File: src/swgd_pkg.sv
// Constants shared by the sleep, wake and gate drive control block.
package swgd_pkg;
    // ------------------------------------------------------------------
    // Register map (word index, byte address is four times the index)
    // ------------------------------------------------------------------
    localparam logic [5:0] IDX_CTRL    = 6'h00;
    localparam logic [5:0] IDX_BAL     = 6'h01;
    localparam logic [5:0] IDX_IRQ_STS = 6'h02;
    localparam logic [5:0] IDX_IRQ_MSK = 6'h03;

    // ------------------------------------------------------------------
    // Control register fields
    // ------------------------------------------------------------------
    localparam int CTRL_SLP_BIT  = 7;
    localparam int CTRL_EXT_BIT  = 6;
    localparam int CTRL_MON_BIT  = 5;
    localparam int CTRL_RSV_LSB  = 3;
    localparam int CTRL_SEL_LSB  = 0;

    // ------------------------------------------------------------------
    // Interrupt status fields
    // ------------------------------------------------------------------
    localparam int IRQ_WAKE_SET_BIT = 0;
    localparam int IRQ_WAKE_CLR_BIT = 1;
    localparam int IRQ_SLEEP_BIT    = 2;
    localparam int IRQ_W            = 3;

    // ------------------------------------------------------------------
    // Values after reset
    // ------------------------------------------------------------------
    localparam logic [7:0]       CTRL_RST = 8'h00;
    localparam logic [7:0]       BAL_RST  = 8'h00;
    localparam logic [IRQ_W-1:0] IRQ_RST  = 3'h0;

    // ------------------------------------------------------------------
    // Timing
    // ------------------------------------------------------------------
    localparam int CLK_PERIOD_NS  = 50;
    localparam int FLAG_SET_NS    = 10000;
    localparam int WAKE_PULSE_NS  = 1000000;
    localparam int FLAG_SET_CYC   = (FLAG_SET_NS + CLK_PERIOD_NS - 1) / CLK_PERIOD_NS;
    localparam int WAKE_PULSE_CYC = (WAKE_PULSE_NS + CLK_PERIOD_NS - 1) / CLK_PERIOD_NS;
    localparam int QUAL_CNT_W     = 16;
endpackage

File: src/swgd_sync.sv
// Two flip-flop synchroniser, one stage pair per input bit.
`timescale 1ns/1ps
module swgd_sync #(
    parameter int W = 4
) (
    input  wire logic         clk,
    input  wire logic         arst_n,
    input  wire logic [W-1:0] async_in,
    output logic      [W-1:0] sync_out
);
    // ------------------------------------------------------------------
    // Stages
    // ------------------------------------------------------------------
    logic [W-1:0] meta_q;

    // The first stage feeds only the second, so metastability never reaches logic.
    for (genvar i = 0; i < W; i++) begin : g_bit
        always_ff @(posedge clk or negedge arst_n) begin
            if (!arst_n) begin
                meta_q[i]   <= 1'b0;
                sync_out[i] <= 1'b0;
            end else begin
                meta_q[i]   <= async_in[i];
                sync_out[i] <= meta_q[i];
            end
        end
    end
endmodule

File: src/swgd_wake_qual.sv
// Pulse width qualifier for the high-voltage wake comparator level.
`timescale 1ns/1ps
module swgd_wake_qual (
    input  wire logic                           clk,
    input  wire logic                           arst_n,
    input  wire logic                           level,
    input  wire logic [swgd_pkg::QUAL_CNT_W-1:0] need_cyc,
    output logic                                qualified
);
    // ------------------------------------------------------------------
    // Width counter
    // ------------------------------------------------------------------
    logic [swgd_pkg::QUAL_CNT_W-1:0] cnt_q;

    // Restarts on every drop below threshold, saturates so a long level holds.
    always_ff @(posedge clk or negedge arst_n) begin
        if (!arst_n) begin
            cnt_q <= '0;
        end else if (!level) begin
            cnt_q <= '0;
        end else if (cnt_q != '1) begin
            cnt_q <= cnt_q + 1'b1;
        end
    end

    // Qualified only once the level has stood for the full width.
    always_ff @(posedge clk or negedge arst_n) begin
        if (!arst_n) begin
            qualified <= 1'b0;
        end else begin
            qualified <= level && (cnt_q >= need_cyc - 1'b1);
        end
    end
endmodule

File: src/swgd_top.sv
// Sleep, wake and gate driver enable control with a Wishbone register slave.
//
// Our own choices: the Wishbone register port and the address map.
`timescale 1ns/1ps
module swgd_top #(
    parameter int WAKE_PULSE_CYC = swgd_pkg::WAKE_PULSE_CYC
) (
    input  wire logic        CLK_SYS,
    input  wire logic        ARST_N,
    input  wire logic        CYC_I,
    input  wire logic        STB_I,
    input  wire logic        WE_I,
    input  wire logic [7:0]  ADR_I,
    input  wire logic [3:0]  SEL_I,
    input  wire logic [31:0] DAT_I,
    output logic      [31:0] DAT_O,
    output logic             ACK_O,
    input  wire logic        DISCH_CTRL_IN_A,
    input  wire logic        DISCH_CTRL_IN_B,
    input  wire logic        CHARGE_CTRL_IN,
    input  wire logic        HV_WAKE_ABOVE_TH,
    input  wire logic        HV_WAKE_ABOVE_CLR,
    output logic             DISCH_GATE_OUT_A,
    output logic             DISCH_GATE_OUT_B,
    output logic             CHARGE_GATE_OUT,
    output logic             REGULATOR_EN,
    output logic             MONITOR_EN,
    output logic      [2:0]  MONITOR_SEL,
    output logic      [7:0]  BALANCE_EN,
    output logic             IRQ
);
    // ------------------------------------------------------------------
    // Input synchronisation
    // ------------------------------------------------------------------
    logic [4:0] pins_s;
    logic       dn_a_s;
    logic       dn_b_s;
    logic       chg_s;
    logic       wk_th_s;
    logic       wk_clr_s;

    // Pins are asynchronous to CLK_SYS; a floating pin is pulled low outside.
    swgd_sync #(.W(5)) u_sync (
        .clk      (CLK_SYS),
        .arst_n   (ARST_N),
        .async_in ({HV_WAKE_ABOVE_CLR, HV_WAKE_ABOVE_TH, CHARGE_CTRL_IN,
                    DISCH_CTRL_IN_B, DISCH_CTRL_IN_A}),
        .sync_out (pins_s)
    );
    assign dn_a_s   = pins_s[0];
    assign dn_b_s   = pins_s[1];
    assign chg_s    = pins_s[2];
    assign wk_th_s  = pins_s[3];
    assign wk_clr_s = pins_s[4];

    // ------------------------------------------------------------------
    // Registers
    // ------------------------------------------------------------------
    logic             slp_q;
    logic             ext_hw_q;
    logic             ext_sw_q;
    logic             mon_en_q;
    logic [1:0]       rsv_q;
    logic [2:0]       sel_q;
    logic [7:0]       bal_q;
    logic [swgd_pkg::IRQ_W-1:0] sts_q;
    logic [swgd_pkg::IRQ_W-1:0] msk_q;
    logic             ext_any;
    logic             req;
    logic             wr_en;
    logic             wr_ctrl;
    logic [5:0]       idx;
    logic [7:0]       wd;
    logic             sleep_cmd;
    logic             wake_qual;
    logic [swgd_pkg::QUAL_CNT_W-1:0] need_cyc;
    logic [swgd_pkg::IRQ_W-1:0] sts_set;
    logic [31:0]      rd_d;

    // A request is taken in the cycle before ACK_O rises; writes land at that edge.
    assign req       = CYC_I && STB_I && !ACK_O;
    assign wr_en     = req && WE_I && SEL_I[0];
    assign idx       = ADR_I[7:2];
    assign wd        = DAT_I[7:0];
    assign wr_ctrl   = wr_en && (idx == swgd_pkg::IDX_CTRL);
    assign ext_any   = ext_hw_q || ext_sw_q;
    // Both bits written high is illegal; it is treated as no sleep request.
    assign sleep_cmd = wr_ctrl && wd[swgd_pkg::CTRL_SLP_BIT] && !wd[swgd_pkg::CTRL_EXT_BIT]
                       && !ext_any;

    // ------------------------------------------------------------------
    // Wake detection
    // ------------------------------------------------------------------
    // Awake the flag needs 10 us; asleep it needs the full wake pulse width.
    assign need_cyc = slp_q ? swgd_pkg::QUAL_CNT_W'(WAKE_PULSE_CYC)
                            : swgd_pkg::QUAL_CNT_W'(swgd_pkg::FLAG_SET_CYC);

    swgd_wake_qual u_qual (
        .clk       (CLK_SYS),
        .arst_n    (ARST_N),
        .level     (wk_th_s),
        .need_cyc  (need_cyc),
        .qualified (wake_qual)
    );

    // Pin-driven flag; removal of the source clears it at once, over a set.
    always_ff @(posedge CLK_SYS or negedge ARST_N) begin
        if (!ARST_N) begin
            ext_hw_q <= swgd_pkg::CTRL_RST[swgd_pkg::CTRL_EXT_BIT];
        end else if (!wk_clr_s) begin
            ext_hw_q <= 1'b0;
        end else if (wake_qual) begin
            ext_hw_q <= 1'b1;
        end
    end

    // Software-written wake flag; it also blocks sleep until written back to 0.
    always_ff @(posedge CLK_SYS or negedge ARST_N) begin
        if (!ARST_N) begin
            ext_sw_q <= swgd_pkg::CTRL_RST[swgd_pkg::CTRL_EXT_BIT];
        end else if (wr_ctrl) begin
            ext_sw_q <= wd[swgd_pkg::CTRL_EXT_BIT];
        end
    end

    // ------------------------------------------------------------------
    // Sleep state
    // ------------------------------------------------------------------
    // A set wake flag holds the sleep bit at zero and drops sleep commands.
    always_ff @(posedge CLK_SYS or negedge ARST_N) begin
        if (!ARST_N) begin
            slp_q <= swgd_pkg::CTRL_RST[swgd_pkg::CTRL_SLP_BIT];
        end else if (ext_any) begin
            slp_q <= 1'b0;
        end else if (wr_ctrl) begin
            slp_q <= sleep_cmd;
        end
    end

    // Monitor enable, reserved bits and channel select are plain storage.
    always_ff @(posedge CLK_SYS or negedge ARST_N) begin
        if (!ARST_N) begin
            mon_en_q <= swgd_pkg::CTRL_RST[swgd_pkg::CTRL_MON_BIT];
            rsv_q    <= swgd_pkg::CTRL_RST[swgd_pkg::CTRL_RSV_LSB +: 2];
            sel_q    <= swgd_pkg::CTRL_RST[swgd_pkg::CTRL_SEL_LSB +: 3];
        end else if (wr_ctrl) begin
            mon_en_q <= wd[swgd_pkg::CTRL_MON_BIT];
            rsv_q    <= wd[swgd_pkg::CTRL_RSV_LSB +: 2];
            sel_q    <= wd[swgd_pkg::CTRL_SEL_LSB +: 3];
        end
    end

    // Balance switches; a sleep command turns every one off.
    always_ff @(posedge CLK_SYS or negedge ARST_N) begin
        if (!ARST_N) begin
            bal_q <= swgd_pkg::BAL_RST;
        end else if (sleep_cmd) begin
            bal_q <= '0;
        end else if (wr_en && idx == swgd_pkg::IDX_BAL) begin
            bal_q <= wd;
        end
    end

    // ------------------------------------------------------------------
    // Outputs
    // ------------------------------------------------------------------
    // Registered from synchronised pins so the gates never see a glitch.
    always_ff @(posedge CLK_SYS or negedge ARST_N) begin
        if (!ARST_N) begin
            DISCH_GATE_OUT_A <= 1'b0;
            DISCH_GATE_OUT_B <= 1'b0;
            CHARGE_GATE_OUT  <= 1'b0;
        end else begin
            DISCH_GATE_OUT_A <= !slp_q && dn_a_s;
            DISCH_GATE_OUT_B <= !slp_q && dn_b_s;
            CHARGE_GATE_OUT  <= !slp_q && chg_s;
        end
    end

    // Regulator and monitor are shut down in sleep; registers other than the balance register keep their values.
    always_ff @(posedge CLK_SYS or negedge ARST_N) begin
        if (!ARST_N) begin
            REGULATOR_EN <= 1'b0;
            MONITOR_EN   <= 1'b0;
            MONITOR_SEL  <= 3'h0;
            BALANCE_EN   <= 8'h00;
        end else begin
            REGULATOR_EN <= !slp_q;
            MONITOR_EN   <= !slp_q && mon_en_q;
            MONITOR_SEL  <= sel_q;
            BALANCE_EN   <= slp_q ? 8'h00 : bal_q;
        end
    end

    // ------------------------------------------------------------------
    // Interrupts
    // ------------------------------------------------------------------
    always_comb begin
        sts_set = '0;
        sts_set[swgd_pkg::IRQ_WAKE_SET_BIT] = wake_qual && wk_clr_s && !ext_hw_q;
        sts_set[swgd_pkg::IRQ_WAKE_CLR_BIT] = !wk_clr_s && ext_hw_q;
        sts_set[swgd_pkg::IRQ_SLEEP_BIT]    = sleep_cmd && !slp_q;
    end

    // Write one to clear; an event in the same cycle wins over the clear.
    always_ff @(posedge CLK_SYS or negedge ARST_N) begin
        if (!ARST_N) begin
            sts_q <= swgd_pkg::IRQ_RST;
        end else if (wr_en && idx == swgd_pkg::IDX_IRQ_STS) begin
            sts_q <= (sts_q & ~wd[swgd_pkg::IRQ_W-1:0]) | sts_set;
        end else begin
            sts_q <= sts_q | sts_set;
        end
    end

    always_ff @(posedge CLK_SYS or negedge ARST_N) begin
        if (!ARST_N) begin
            msk_q <= swgd_pkg::IRQ_RST;
        end else if (wr_en && idx == swgd_pkg::IDX_IRQ_MSK) begin
            msk_q <= wd[swgd_pkg::IRQ_W-1:0];
        end
    end

    always_ff @(posedge CLK_SYS or negedge ARST_N) begin
        if (!ARST_N) begin
            IRQ <= 1'b0;
        end else begin
            IRQ <= |(sts_q & msk_q);
        end
    end

    // ------------------------------------------------------------------
    // Bus slave
    // ------------------------------------------------------------------
    // Bit 6 reads the pin-driven flag only, never the software copy.
    always_comb begin
        rd_d = 32'h0000_0000;
        unique case (idx)
            swgd_pkg::IDX_CTRL:    rd_d[7:0] = {slp_q, ext_hw_q, mon_en_q, rsv_q, sel_q};
            swgd_pkg::IDX_BAL:     rd_d[7:0] = bal_q;
            swgd_pkg::IDX_IRQ_STS: rd_d[swgd_pkg::IRQ_W-1:0] = sts_q;
            swgd_pkg::IDX_IRQ_MSK: rd_d[swgd_pkg::IRQ_W-1:0] = msk_q;
            default:               rd_d = 32'h0000_0000;
        endcase
    end

    // One wait-free answer; unmapped addresses ack with zero and ignore writes.
    always_ff @(posedge CLK_SYS or negedge ARST_N) begin
        if (!ARST_N) begin
            ACK_O <= 1'b0;
            DAT_O <= 32'h0000_0000;
        end else begin
            ACK_O <= req;
            DAT_O <= req ? rd_d : 32'h0000_0000;
        end
    end
endmodule

File: config.mk
export PLATFORM = sky130hd
export DESIGN_NAME = swgd_top
export DESIGN_NICKNAME = d
export VERILOG_FILES = /design/src/swgd_pkg.sv /design/src/swgd_sync.sv /design/src/swgd_wake_qual.sv /design/src/swgd_top.sv
export SDC_FILE = /design/constraint.sdc
export NUM_CORES = 1
export LEC_CHECK = 0
export ABC_CLOCK_PERIOD_IN_PS = 1900
export BUFFER_PORTS_ARGS = -buffer_cell sky130_fd_sc_hd__clkbuf_2
export CAP_MARGIN = 20
export CORE_MARGIN = 4
export CORE_UTILIZATION = 40
export CTS_BUF_LIST = sky130_fd_sc_hd__clkbuf_4 sky130_fd_sc_hd__clkbuf_8
export DETAILED_ROUTE_END_ITERATION = 10
export PLACE_DENSITY_LB_ADDON = 0.08
export SYNTH_ARGS = -nofsm -noshare
export SYNTH_HDL_FRONTEND = slang
export SYNTH_SLANG_ARGS = --single-unit
File: constraint.sdc
create_clock -name CLK_SYS -period 1.9 [get_ports CLK_SYS]
set_input_delay 0.285 -clock CLK_SYS [delete_from_list [all_inputs] [get_ports CLK_SYS]]
set_output_delay 0.285 -clock CLK_SYS [all_outputs]
set_load 0.1 [all_outputs]
==> results of run 1 <==
## worst min-delay path by stage
stage	cells past startpoint	start	end
after floorplan	0	ARST_N	BALANCE_EN[0]$_DFF_PN0_
after global placement	1	ARST_N	BALANCE_EN[3]$_DFF_PN0_
after detailed placement	1	ARST_N	BALANCE_EN[3]$_DFF_PN0_
after CTS	1	HV_WAKE_ABOVE_CLR	u_sync.meta_q[4]$_DFF_PN0_
after global routing	1	HV_WAKE_ABOVE_TH	u_sync.meta_q[3]$_DFF_PN0_
final	1	HV_WAKE_ABOVE_TH	u_sync.meta_q[3]$_DFF_PN0_
## worst register-to-register path: cells and delay by family (launching register included)
family,cells,cell delay [ns]
AOI/OAI and AO/OA,1,0.15
DFF,1,0.48
and+or+nand+nor,3,1.06
## synth_stat cells (2+ instances only)
| cell | instances | area [µm²] |
|---|---|---|
| clkbuf_1 | 3 | 11.3 |
| or4_1 | 5 | 37.5 |
| a2111oi_0 | 2 | 17.5 |
| a22o_1 | 2 | 17.5 |
| nand3_1 | 7 | 35.0 |
| nand4_1 | 7 | 43.8 |
| nor2_1 | 21 | 78.8 |
| xnor2_1 | 2 | 17.5 |
| and4_1 | 2 | 17.5 |
| a211oi_1 | 3 | 22.5 |
| nor3_1 | 8 | 40.0 |
| mux2_4 | 7 | 105 |
| a21oi_1 | 10 | 50.1 |
| nor4_1 | 3 | 18.8 |
| nor2b_1 | 15 | 93.8 |
| ha_1 | 9 | 113 |
| dfrtp_1 | 76 | 1900 |
| nand2_1 | 11 | 41.3 |
| buf_2 | 3 | 15.0 |
| a31oi_1 | 2 | 12.5 |
| nand4b_1 | 2 | 17.5 |
| mux2_2 | 3 | 33.8 |
| mux2i_1 | 14 | 140 |
| mux4_2 | 3 | 67.6 |
| inv_1 | 7 | 26.3 |
| or3_1 | 3 | 18.8 |
| o31ai_1 | 6 | 45.0 |
| buf_4 | 25 | 188 |
| o21ai_0 | 5 | 25.0 |
| nand3b_1 | 2 | 15.0 |
## sequential cells by signal, indices dropped and copies added, names as in the netlist, 2 cells and up
register,flops
sel_q,3
bal_q,8
MONITOR_SEL,3
BALANCE_EN,8
u_sync.meta_q,5
u_sync.sync_out,5
u_qual.cnt_q,16
msk_q,3
sts_q,3
rsv_q,2
DAT_O,8
## area by class of cell
| cell class | count | area [µm²] | share of cell area, % |
|---|---|---|---|
| Tap cell | 105 | 131 | 3.11 |
| Sequential cell | 76 | 1910 | 45.1 |
| Clock inverter | 6 | 111 | 2.63 |
| Timing Repair Buffer | 78 | 490 | 11.6 |
| Multi-Input combinational cell | 198 | 1430 | 33.8 |
| Clock buffer | 10 | 131 | 3.11 |
| Inverter | 7 | 26.3 | 0.621 |
## what timing repair did
action	4_1_cts	5_1_grt
endpoints found under the setup margin	0	2
hold endpoints to repair	20	0
gates resized for setup	0	3
hold buffers	1	0
## metrics by stage
stage,hold WS (ns),instances
3_5_place_dp,0.129,463
2_1_floorplan,-0.0106,315
3_3_place_gp,0.129,463
6_report,0.0454,480
5_1_grt,0.0216,480
4_1_cts,0.0231,480
## per-layer routing
layer / part of all wire [%] / vias up / global-route usage [%] / wire, µm
met5: 0 / - / 0 / 0
met4: 2.5 / 0 / 7.46 / 176
met3: 5.2 / 16 / 3.24 / 368
met2: 47 / 55 / 22.4 / 3300
met1: 45 / 1181 / 19.3 / 3200
li1: - / 1156 / - / -
## cell families after synthesis
| family | synth area share (%) |
|---|---|
| DFF | 54.2 |
| other | 0.107 |
| AOI/OAI and AO/OA | 7.17 |
| and+or+nand+nor | 17.0 |
| muxes | 9.87 |
| adders and majority gates | 3.21 |
| buffers and inverters | 7.66 |
| xor gates and xnor gates | 0.749 |
## placed cells by master, fill, tap and decap left out, types with 2 or more instances in the layout
cell type,Yosys,routed
dfrtp_1,76,73
o31ai_1,6,6
mux2_2,3,3
clkbuf_8,0,9
dfrtp_2,0,2
inv_1,7,7
a21oi_1,10,10
mux2_4,7,7
mux4_2,3,3
and4_1,2,2
nor2b_1,15,15
bufinv_16,0,3
o21ai_0,5,5
or3_1,3,3
buf_4,25,26
mux2i_1,14,14
clkbuf_2,1,49
buf_12,0,2
nor3_1,8,8
nand3_1,7,7
nand4_1,7,7
nor4_1,3,3
nor2_1,21,21
ha_1,9,9
a211oi_1,3,3
conb_1,1,24
a22o_1,2,2
nand2_1,11,11
nand3b_1,2,2
xnor2_1,2,2
a31oi_1,2,2
nand4b_1,2,2
or4_1,5,5
## power by group through the flow
stage               logic (W)  registers (W)  clock network, W
finish               0.000458        0.00167           0.00150
global placement     0.000459        0.00171                 0
global route         0.000486        0.00168           0.00161
detailed placement   0.000460        0.00171                 0
CTS                  0.000463        0.00168           0.00154
floorplan            0.000308        0.00178                 0
==> summary.txt, run 1 <==
Vias: 2408
RSZ-0062 raised after global routing: false
arrival time worst endpoint: 2.03 ns
r2r worst-path depth: 4
Slew @ Worst Pin: 0.544 ns
number of library cell types mapped by synthesis: 54
Critical-path top delay cell: or4_1
fin. max-slew vios: 0
sequential cell area fraction in the yosys report: 54.2%
fillers: 788
final core occ: 50.4%
CTS clk-pin slew, worst paths: 0.08 ns
Internal: 0.00262 W
Fin. Hold Viols: 0
Max Cap Viol: 0
outcome: finished clean
Die Ht: 102 µm
CTS root buf: clkbuf_8
final setup TNS: 0 ns
CP startpoint: u_qual.cnt_q[2]$_DFFE_PN0P_
GR Overflow Total: 0
Sw Pwr: 0.00101 W
Worst path top cell family by delay: simple AND/OR/NAND/NOR gates
CP startpoint kind: flip-flop
postcts setup bufs: 0
Residual DRC: 0
Avg Inst Size Synth: 12.0 µm²
Max Root-Sink Buffers: 2
R2R setup slack: 0.14 ns
Worst Path Buf+Inv: 0
CP endpoint kind: flip-flop
P per Cell Area: 859 nW/µm²
Max Freq: 569 MHz
Die X-Extent: 102 µm
Rows: 33
number of top-level pins: 104
worst-case clock skew: 0.0122 ns
Initial Util: 41.9%
worst r2r src: u_qual.cnt_q[2]$_DFFE_PN0P_
CTS Buf Count: 9
share of layout cells above drive strength 1: 32.0%
Core Box Area: 8380 µm²
Hold WC Path Type: in2reg
Worst path depth: 4
IO buf count: 50
routability cong.: 0.784
Post-synth EDFFs: 0
post-route setup slack: 0.142 ns
dpl ws: -0.0493 ns
Critical Path Sink: u_qual.cnt_q[15]$_DFFE_PN0P_
Reg-to-Reg End: u_qual.cnt_q[15]$_DFFE_PN0P_
worst-skew pair later-pin latency: 0.35 ns
NumNets Final: 433
die area: 10300 µm²
Reg power frac: 46.1%
Overall Power: 0.00363 W
Yosys reg bits: 76
Post-Syn Area: 3510 µm²
initial antenna violation count: 0
final wirelength: 7050 µm
Tcrit/Tclk final: 92.5%
CP max stage delay: 0.51 ns
ANT cells: 0
critical path required time: 2.17 ns
TritonCTS clock tree: yes
Slew headroom: 63.9%
leak pwr: 2.09 nW
critical path, cell by cell: nand3_2 -> or3_1 -> or4_1 -> a21oi_1
placed inst area: 3970 µm²
largest net degree at the start of global routing: 41
Synth Instances: 292
Max VDD drop: 0.296 mV
CTS Sinks: 76
CP max FO: 8
Starting DRT DRC Count: 37
Final min period: 1.76 ns
GRT Util Overall: 14.6%
final setup vio count: 0
clock power share: 41.2%
first-pass GRT wire length: 11600 µm
H-tree depth: 3
post-DP HPWL: 5040 µm
Yosys warnings: 0
asr flop ratio synth: 100%
final instance area: 4230 µm²
switching fraction of total power: 27.8%
DR vias/cell: 5.02
kind of critical path: reg2reg
Comb power frac: 12.6%
ANT nets after route: 0
DR WL/cell: 14.7 µm
Main synth FF type: dfrtp_1
P&R area growth vs syn: 20.5%
Pre-antenna DRT Iters: 4
vias in the first global route: 2360
(Power assumes the default switching activity.)
==> inputs of run 2 (changes only) <==
Settings changed: BUFFER_PORTS_ARGS -buffer_cell sky130_fd_sc_hd__clkbuf_2 to default, DONT_BUFFER_PORTS from default to 1.
==> run 2 against run 1 <==
Net effect:
- the flow now finishes with violations (negative hold slack)
- setup slack worse by 0.027 ns
- cell area is 2.2% lower
- critical path depth stayed put
- critical path type unchanged
==> summary.txt, run 2 (same netlist as run 1, synthesis figures left out) <==
outcome: complete, but fails checks
failing checks: negative hold slack
Die X-Extent: 102 µm
TritonCTS clock tree: yes
ANT cells: 0
Hold WC Path Type: in2async
commonest non-fill, non-tap cell in the layout: dfrtp_1
CP endpoint kind: flip-flop
r2r worst-path depth: 4
Max VDD drop: 0.360 mV
DR vias/cell: 5.02
Reg-to-Reg End: u_qual.cnt_q[15]$_DFFE_PN0P_
worst r2r src: u_qual.cnt_q[6]$_DFFE_PN0P_
vias in the first global route: 2284
critical path, cell by cell: nand2_1 -> or3_1 -> or4_1 -> a21oi_1
DR WL/cell: 15.3 µm
Max Cap Viol: 0
Residual DRC: 0
critical path required time: 2.16 ns
number of top-level pins: 104
GRT Util Overall: 14.3%
Final min period: 1.78 ns
R2R setup slack: 0.12 ns
worst-skew pair later-pin latency: 0.34 ns
Critical-path top delay cell: or3_1
worst-case clock skew: 0.00814 ns
CP max FO: 8
Biggest register: u_qual.cnt_q
Rows: 33
Max Root-Sink Buffers: 2
first-pass GRT wire length: 11500 µm
postcts setup bufs: 0
P per Cell Area: 833 nW/µm²
RSZ-0062 raised after global routing: false
switching fraction of total power: 27.6%
Fin. Hold Viols: 76
Starting DRT DRC Count: 46
Sw Pwr: 0.000953 W
Reg power frac: 48.6%
Tcrit/Tclk final: 93.9%
Max Freq: 560 MHz
CP startpoint kind: flip-flop
WHS: -0.374 ns
final setup vio count: 0
CTS Buf Count: 9
Vias: 2281
routability cong.: 0.780
Pre-antenna DRT Iters: 4
CTS clk-pin slew, worst paths: 0.08 ns
Worst path top cell family by delay: simple AND/OR/NAND/NOR gates
fin. max-slew vios: 0
leak pwr: 1.98 nW
CTS Sinks: 76
GR Overflow Total: 0
arrival time worst endpoint: 2.05 ns
post-DP HPWL: 4820 µm
initial antenna violation count: 0
final wirelength: 6930 µm
CTS root buf: clkbuf_8
CP startpoint: u_qual.cnt_q[6]$_DFFE_PN0P_
final setup TNS: 0 ns
NumNets Final: 407
final core occ: 49.3%
Overall Power: 0.00345 W
Internal: 0.00249 W
die area: 10300 µm²
Core Box Area: 8380 µm²
ANT nets after route: 0
CP max stage delay: 0.51 ns
IO buf count: 0
clock power share: 40.0%
Largest register FFs: 16
most frequent cells in the layout: dfrtp_1 (75), buf_4 (45), conb_1 (24)
Initial Util: 41.9%
hold buffer count at cts: 6
P&R area growth vs syn: 17.8%
kind of critical path: reg2reg
share of layout cells above drive strength 1: 25.2%
largest net degree at the start of global routing: 77
Worst Path Buf+Inv: 0
H-tree depth: 3
Comb power frac: 11.3%
Die Ht: 102 µm
-- run 2: power groups by stage --
stage / Combinational [W] / Sequential, W / Clock [W]
floorplan: 0.000308 / 0.00178 / 0
global placement: 0.000377 / 0.00171 / 0
detailed placement: 0.000379 / 0.00171 / 0
CTS: 0.000391 / 0.00168 / 0.00142
global route: 0.000405 / 0.00168 / 0.00151
finish: 0.000391 / 0.00168 / 0.00138
-- run 2: layout make-up --
type / count / area, µm²
Fill cell: 789 / 4250
Sequential cell: 76 / 1910
Multi-Input combinational cell: 198 / 1430
Timing Repair Buffer: 52 / 418
Clock buffer: 11 / 139
Tap cell: 105 / 131
Clock inverter: 5 / 85.1
Inverter: 7 / 26.3
-- run 2: what timing repair did --
item | CTS | global route
hold endpoints to repair | 86 | 76
setup endpoints to repair | 0 | 1
gates resized for setup | 0 | 2
-- run 2: worst max-delay path by stage --
| stage | depth (start not counted) | end | slack [ns] |
|---|---|---|---|
| after global placement | 4 | ext_sw_q$_DFFE_PN0P_ | 0.07 |
| after global routing | 4 | u_qual.cnt_q[15]$_DFFE_PN0P_ | 0.01 |
| after CTS | 4 | u_qual.cnt_q[15]$_DFFE_PN0P_ | 0.11 |
| after detailed placement | 4 | ext_sw_q$_DFFE_PN0P_ | 0.06 |
| after floorplan | 5 | msk_q[0]$_DFFE_PN0P_ | 0.02 |
| final | 4 | u_qual.cnt_q[15]$_DFFE_PN0P_ | 0.12 |
-- run 2: metrics by stage --
stage / instance area (µm²) / std cells / worst slack [ns] / hold WS, ns
floorplan: 3610 / 315 / 0.0235 / -0.0106
global placement: 3850 / 432 / 0.0669 / -0.00880
detailed placement: 3850 / 432 / 0.0614 / -0.00883
CTS: 4130 / 454 / 0.110 / -0.394
global route: 4130 / 454 / 0.0124 / -0.405
finish: 4130 / 454 / 0.115 / -0.374
-- run 2: metal layers --
layer | track usage, % | share of wire (%) | wire, µm
met5 | 0 | 0 | 0
met4 | 4.29 | 0.95 | 66
met3 | 4.48 | 6.7 | 465
met2 | 23.0 | 49 | 3360
met1 | 18.5 | 44 | 3030
==> inputs of run 3 (changes only) <==
Settings changed: ABC_AREA from default to 1.
==> run 3 against run 2 <==
Net effect:
- the run still ends with negative hold slack left
- sequential share of layout area shrank 0.88 points
- first-iteration DRC count grew 150%
- global-route usage grew 1.1 points
- flip-flop and latch count is the same
- clock-buffer cell count grew 1
- combinational power grew 6.1%
- critical path depth grew 3
- cell area grew 1.8%
- final cell count grew 30%
- setup slack gained 0.14 ns
- core utilization shrank 3.6 points
- routed wire length grew 11%
- largest cell class unchanged
- largest power group unchanged
- highest routed layer unchanged
==> summary.txt, run 3 <==
outcome: complete, but fails checks
failing checks: negative hold slack
Main synth FF type: dfrtp_1
critical path required time: 2.17 ns
post-cts sizing count: 0
arrival time worst endpoint: 1.92 ns
Synth Instances: 441
most frequent cells in the layout: nand2_1 (125), dfrtp_1 (76), nor2_1 (48)
ANT cells: 0
CP endpoint kind: flip-flop
Die X-Extent: 105 µm
CP max FO: 13
Starting DRT DRC Count: 113
NumNets Final: 540
most used cell, CP: nand2_1
Post-Syn Area: 3750 µm²
asr flop ratio synth: 100%
Max Cap Viol: 0
CTS Buf Count: 9
P&R area growth vs syn: 12.3%
Max VDD drop: 0.342 mV
Tcrit/Tclk final: 86.6%
Largest register FFs: 16
initial antenna violation count: 0
clock power share: 38.2%
worst-case clock skew: 0.0116 ns
Yosys warnings: 0
GR Overflow Total: 0
switching fraction of total power: 28.8%
final setup TNS: 0 ns
Fin. Hold Viols: 76
post-route setup slack: 0.254 ns
Final min period: 1.65 ns
kind of critical path: reg2reg
DR WL/cell: 12.9 µm
dpl ws: 0.253 ns
Biggest register: u_qual.cnt_q
Synth top cells by count: nand2_1 (125), dfrtp_1 (76), nor2_1 (48)
Comb power frac: 12.2%
number of library cell types mapped by synthesis: 32
Internal: 0.00242 W
R2R setup slack: 0.25 ns
Initial Util: 40.7%
CP startpoint kind: flip-flop
number of top-level pins: 104
fin. max-slew vios: 0
CTS Sinks: 76
Max Freq: 607 MHz
Avg Inst Size Synth: 8.49 µm²
CP max stage delay: 0.42 ns
sequential cell area fraction in the yosys report: 50.8%
Yosys reg bits: 76
Rows: 35
leak pwr: 2.17 nW
postcts setup bufs: 0
top cell type's share of synthesized area: 50.8%
final wirelength: 7660 µm
critical path, cell by cell: ha_1 -> nand2_1 -> nor2_2 -> nand2_2 -> inv_2 -> nand3_4 -> nand2_1
vias in the first global route: 2727
Vias: 2757
CTS clk-pin slew, worst paths: 0.09 ns
Pre-antenna DRT Iters: 7
first-pass GRT wire length: 13600 µm
GRT Util Overall: 15.4%
Post-synth EDFFs: 0
worst r2r src: u_qual.cnt_q[0]$_DFFE_PN0P_
Die Ht: 105 µm
WHS: -0.373 ns
Synth area leaders: dfrtp_1 (51%), nand2_1 (13%), nand3_1 (5.2%)
Sw Pwr: 0.000976 W
final core occ: 45.7%
IO buf count: 0
TritonCTS clock tree: yes
CTS root buf: clkbuf_8
post-DP HPWL: 5480 µm
share of layout cells above drive strength 1: 15.0%
largest net degree at the start of global routing: 77
r2r worst-path depth: 7
routability cong.: 0.814
most frequent cell after synthesis: nand2_1
hold buffer count at cts: 5
ANT nets after route: 0
commonest non-fill, non-tap cell in the layout: nand2_1
worst-skew pair later-pin latency: 0.35 ns
Residual DRC: 0
Max Root-Sink Buffers: 2
Critical-path top delay cell: dfrtp_1
Reg power frac: 49.5%
area leader, netlist: dfrtp_1
RSZ-0062 raised after global routing: false
P per Cell Area: 807 nW/µm²
die area: 11000 µm²
Core Box Area: 9200 µm²
Reg-to-Reg End: u_qual.cnt_q[8]$_DFFE_PN0P_
H-tree depth: 3
DR vias/cell: 4.66
Hold WC Path Type: in2async
final setup vio count: 0
run 3: area by class of cell:
type                            instances  area [µm²]
Tap cell                              111         139
Clock buffer                           12         165
Clock inverter                          3        43.8
Timing Repair Buffer                   34         268
Inverter                               45         169
Fill cell                             935        4990
Sequential cell                        76        1900
Multi-Input combinational cell        311        1520
run 3: kinds of logic (layout without fill, tap and decap cells):
family / after synthesis / count (layout) / share of synthesized area (%)
compound gates: 33 / 33 / 5.18
fa+ha+maj: 9 / 9 / 3.01
buf+inv: 77 / 94 / 11.0
flops: 76 / 76 / 50.8
other cells: 1 / 24 / 0.100
simple gates: 245 / 245 / 30.0
run 3: how the worst max path moves through the flow:
stage,cells after the start,startpoint,end,slack [ns]
after floorplan,7,ACK_O$_DFF_PN0_,slp_q$_DFFE_PN0P_,0.21
after global placement,7,u_qual.cnt_q[0]$_DFFE_PN0P_,u_qual.cnt_q[15]$_DFFE_PN0P_,0.26
after detailed placement,7,u_qual.cnt_q[0]$_DFFE_PN0P_,u_qual.cnt_q[11]$_DFFE_PN0P_,0.25
after CTS,7,u_qual.cnt_q[0]$_DFFE_PN0P_,u_qual.cnt_q[8]$_DFFE_PN0P_,0.22
after global routing,7,u_qual.cnt_q[0]$_DFFE_PN0P_,u_qual.cnt_q[9]$_DFFE_PN0P_,0.02
final,7,u_qual.cnt_q[0]$_DFFE_PN0P_,u_qual.cnt_q[8]$_DFFE_PN0P_,0.25
run 3: worst max-delay path, delay by kind of cell (launching register included):
family | cells | cell delay, ns
flip-flops | 1 | 0.42
AND/OR/NAND/NOR | 5 | 0.71
adder cells (fa/ha/maj) | 1 | 0.32
buffers and inverters | 1 | 0.13
run 3: per-layer routing:
| layer | track usage, % | vias up | routed length, µm |
|---|---|---|---|
| li1 | - | 1416 | - |
| met1 | 21.1 | 1279 | 3690 |
| met2 | 23.8 | 57 | 3610 |
| met3 | 4.26 | 5 | 321 |
| met4 | 4.50 | 0 | 48 |
| met5 | 0 | - | 0 |
run 3: power by group through the flow:
| stage | Sequential, W | Clock (W) | Combinational [W] |
|---|---|---|---|
| 2_1_floorplan | 0.00180 | 0 | 0.000316 |
| 3_3_place_gp | 0.00171 | 0 | 0.000407 |
| 3_5_place_dp | 0.00171 | 0 | 0.000407 |
| 4_1_cts | 0.00168 | 0.00134 | 0.000416 |
| 5_1_grt | 0.00169 | 0.00142 | 0.000436 |
| 6_report | 0.00168 | 0.00130 | 0.000415 |
run 3: through the flow:
stage	hold WS, ns	cells	instance area (µm²)	power (W)
after detailed placement	-0.00851	572	3950	0.00212
after floorplan	-0.0106	464	3830	0.00212
after global routing	-0.404	592	4210	0.00354
after CTS	-0.392	592	4210	0.00344
after global placement	-0.00886	572	3950	0.00212
final	-0.373	592	4210	0.00339
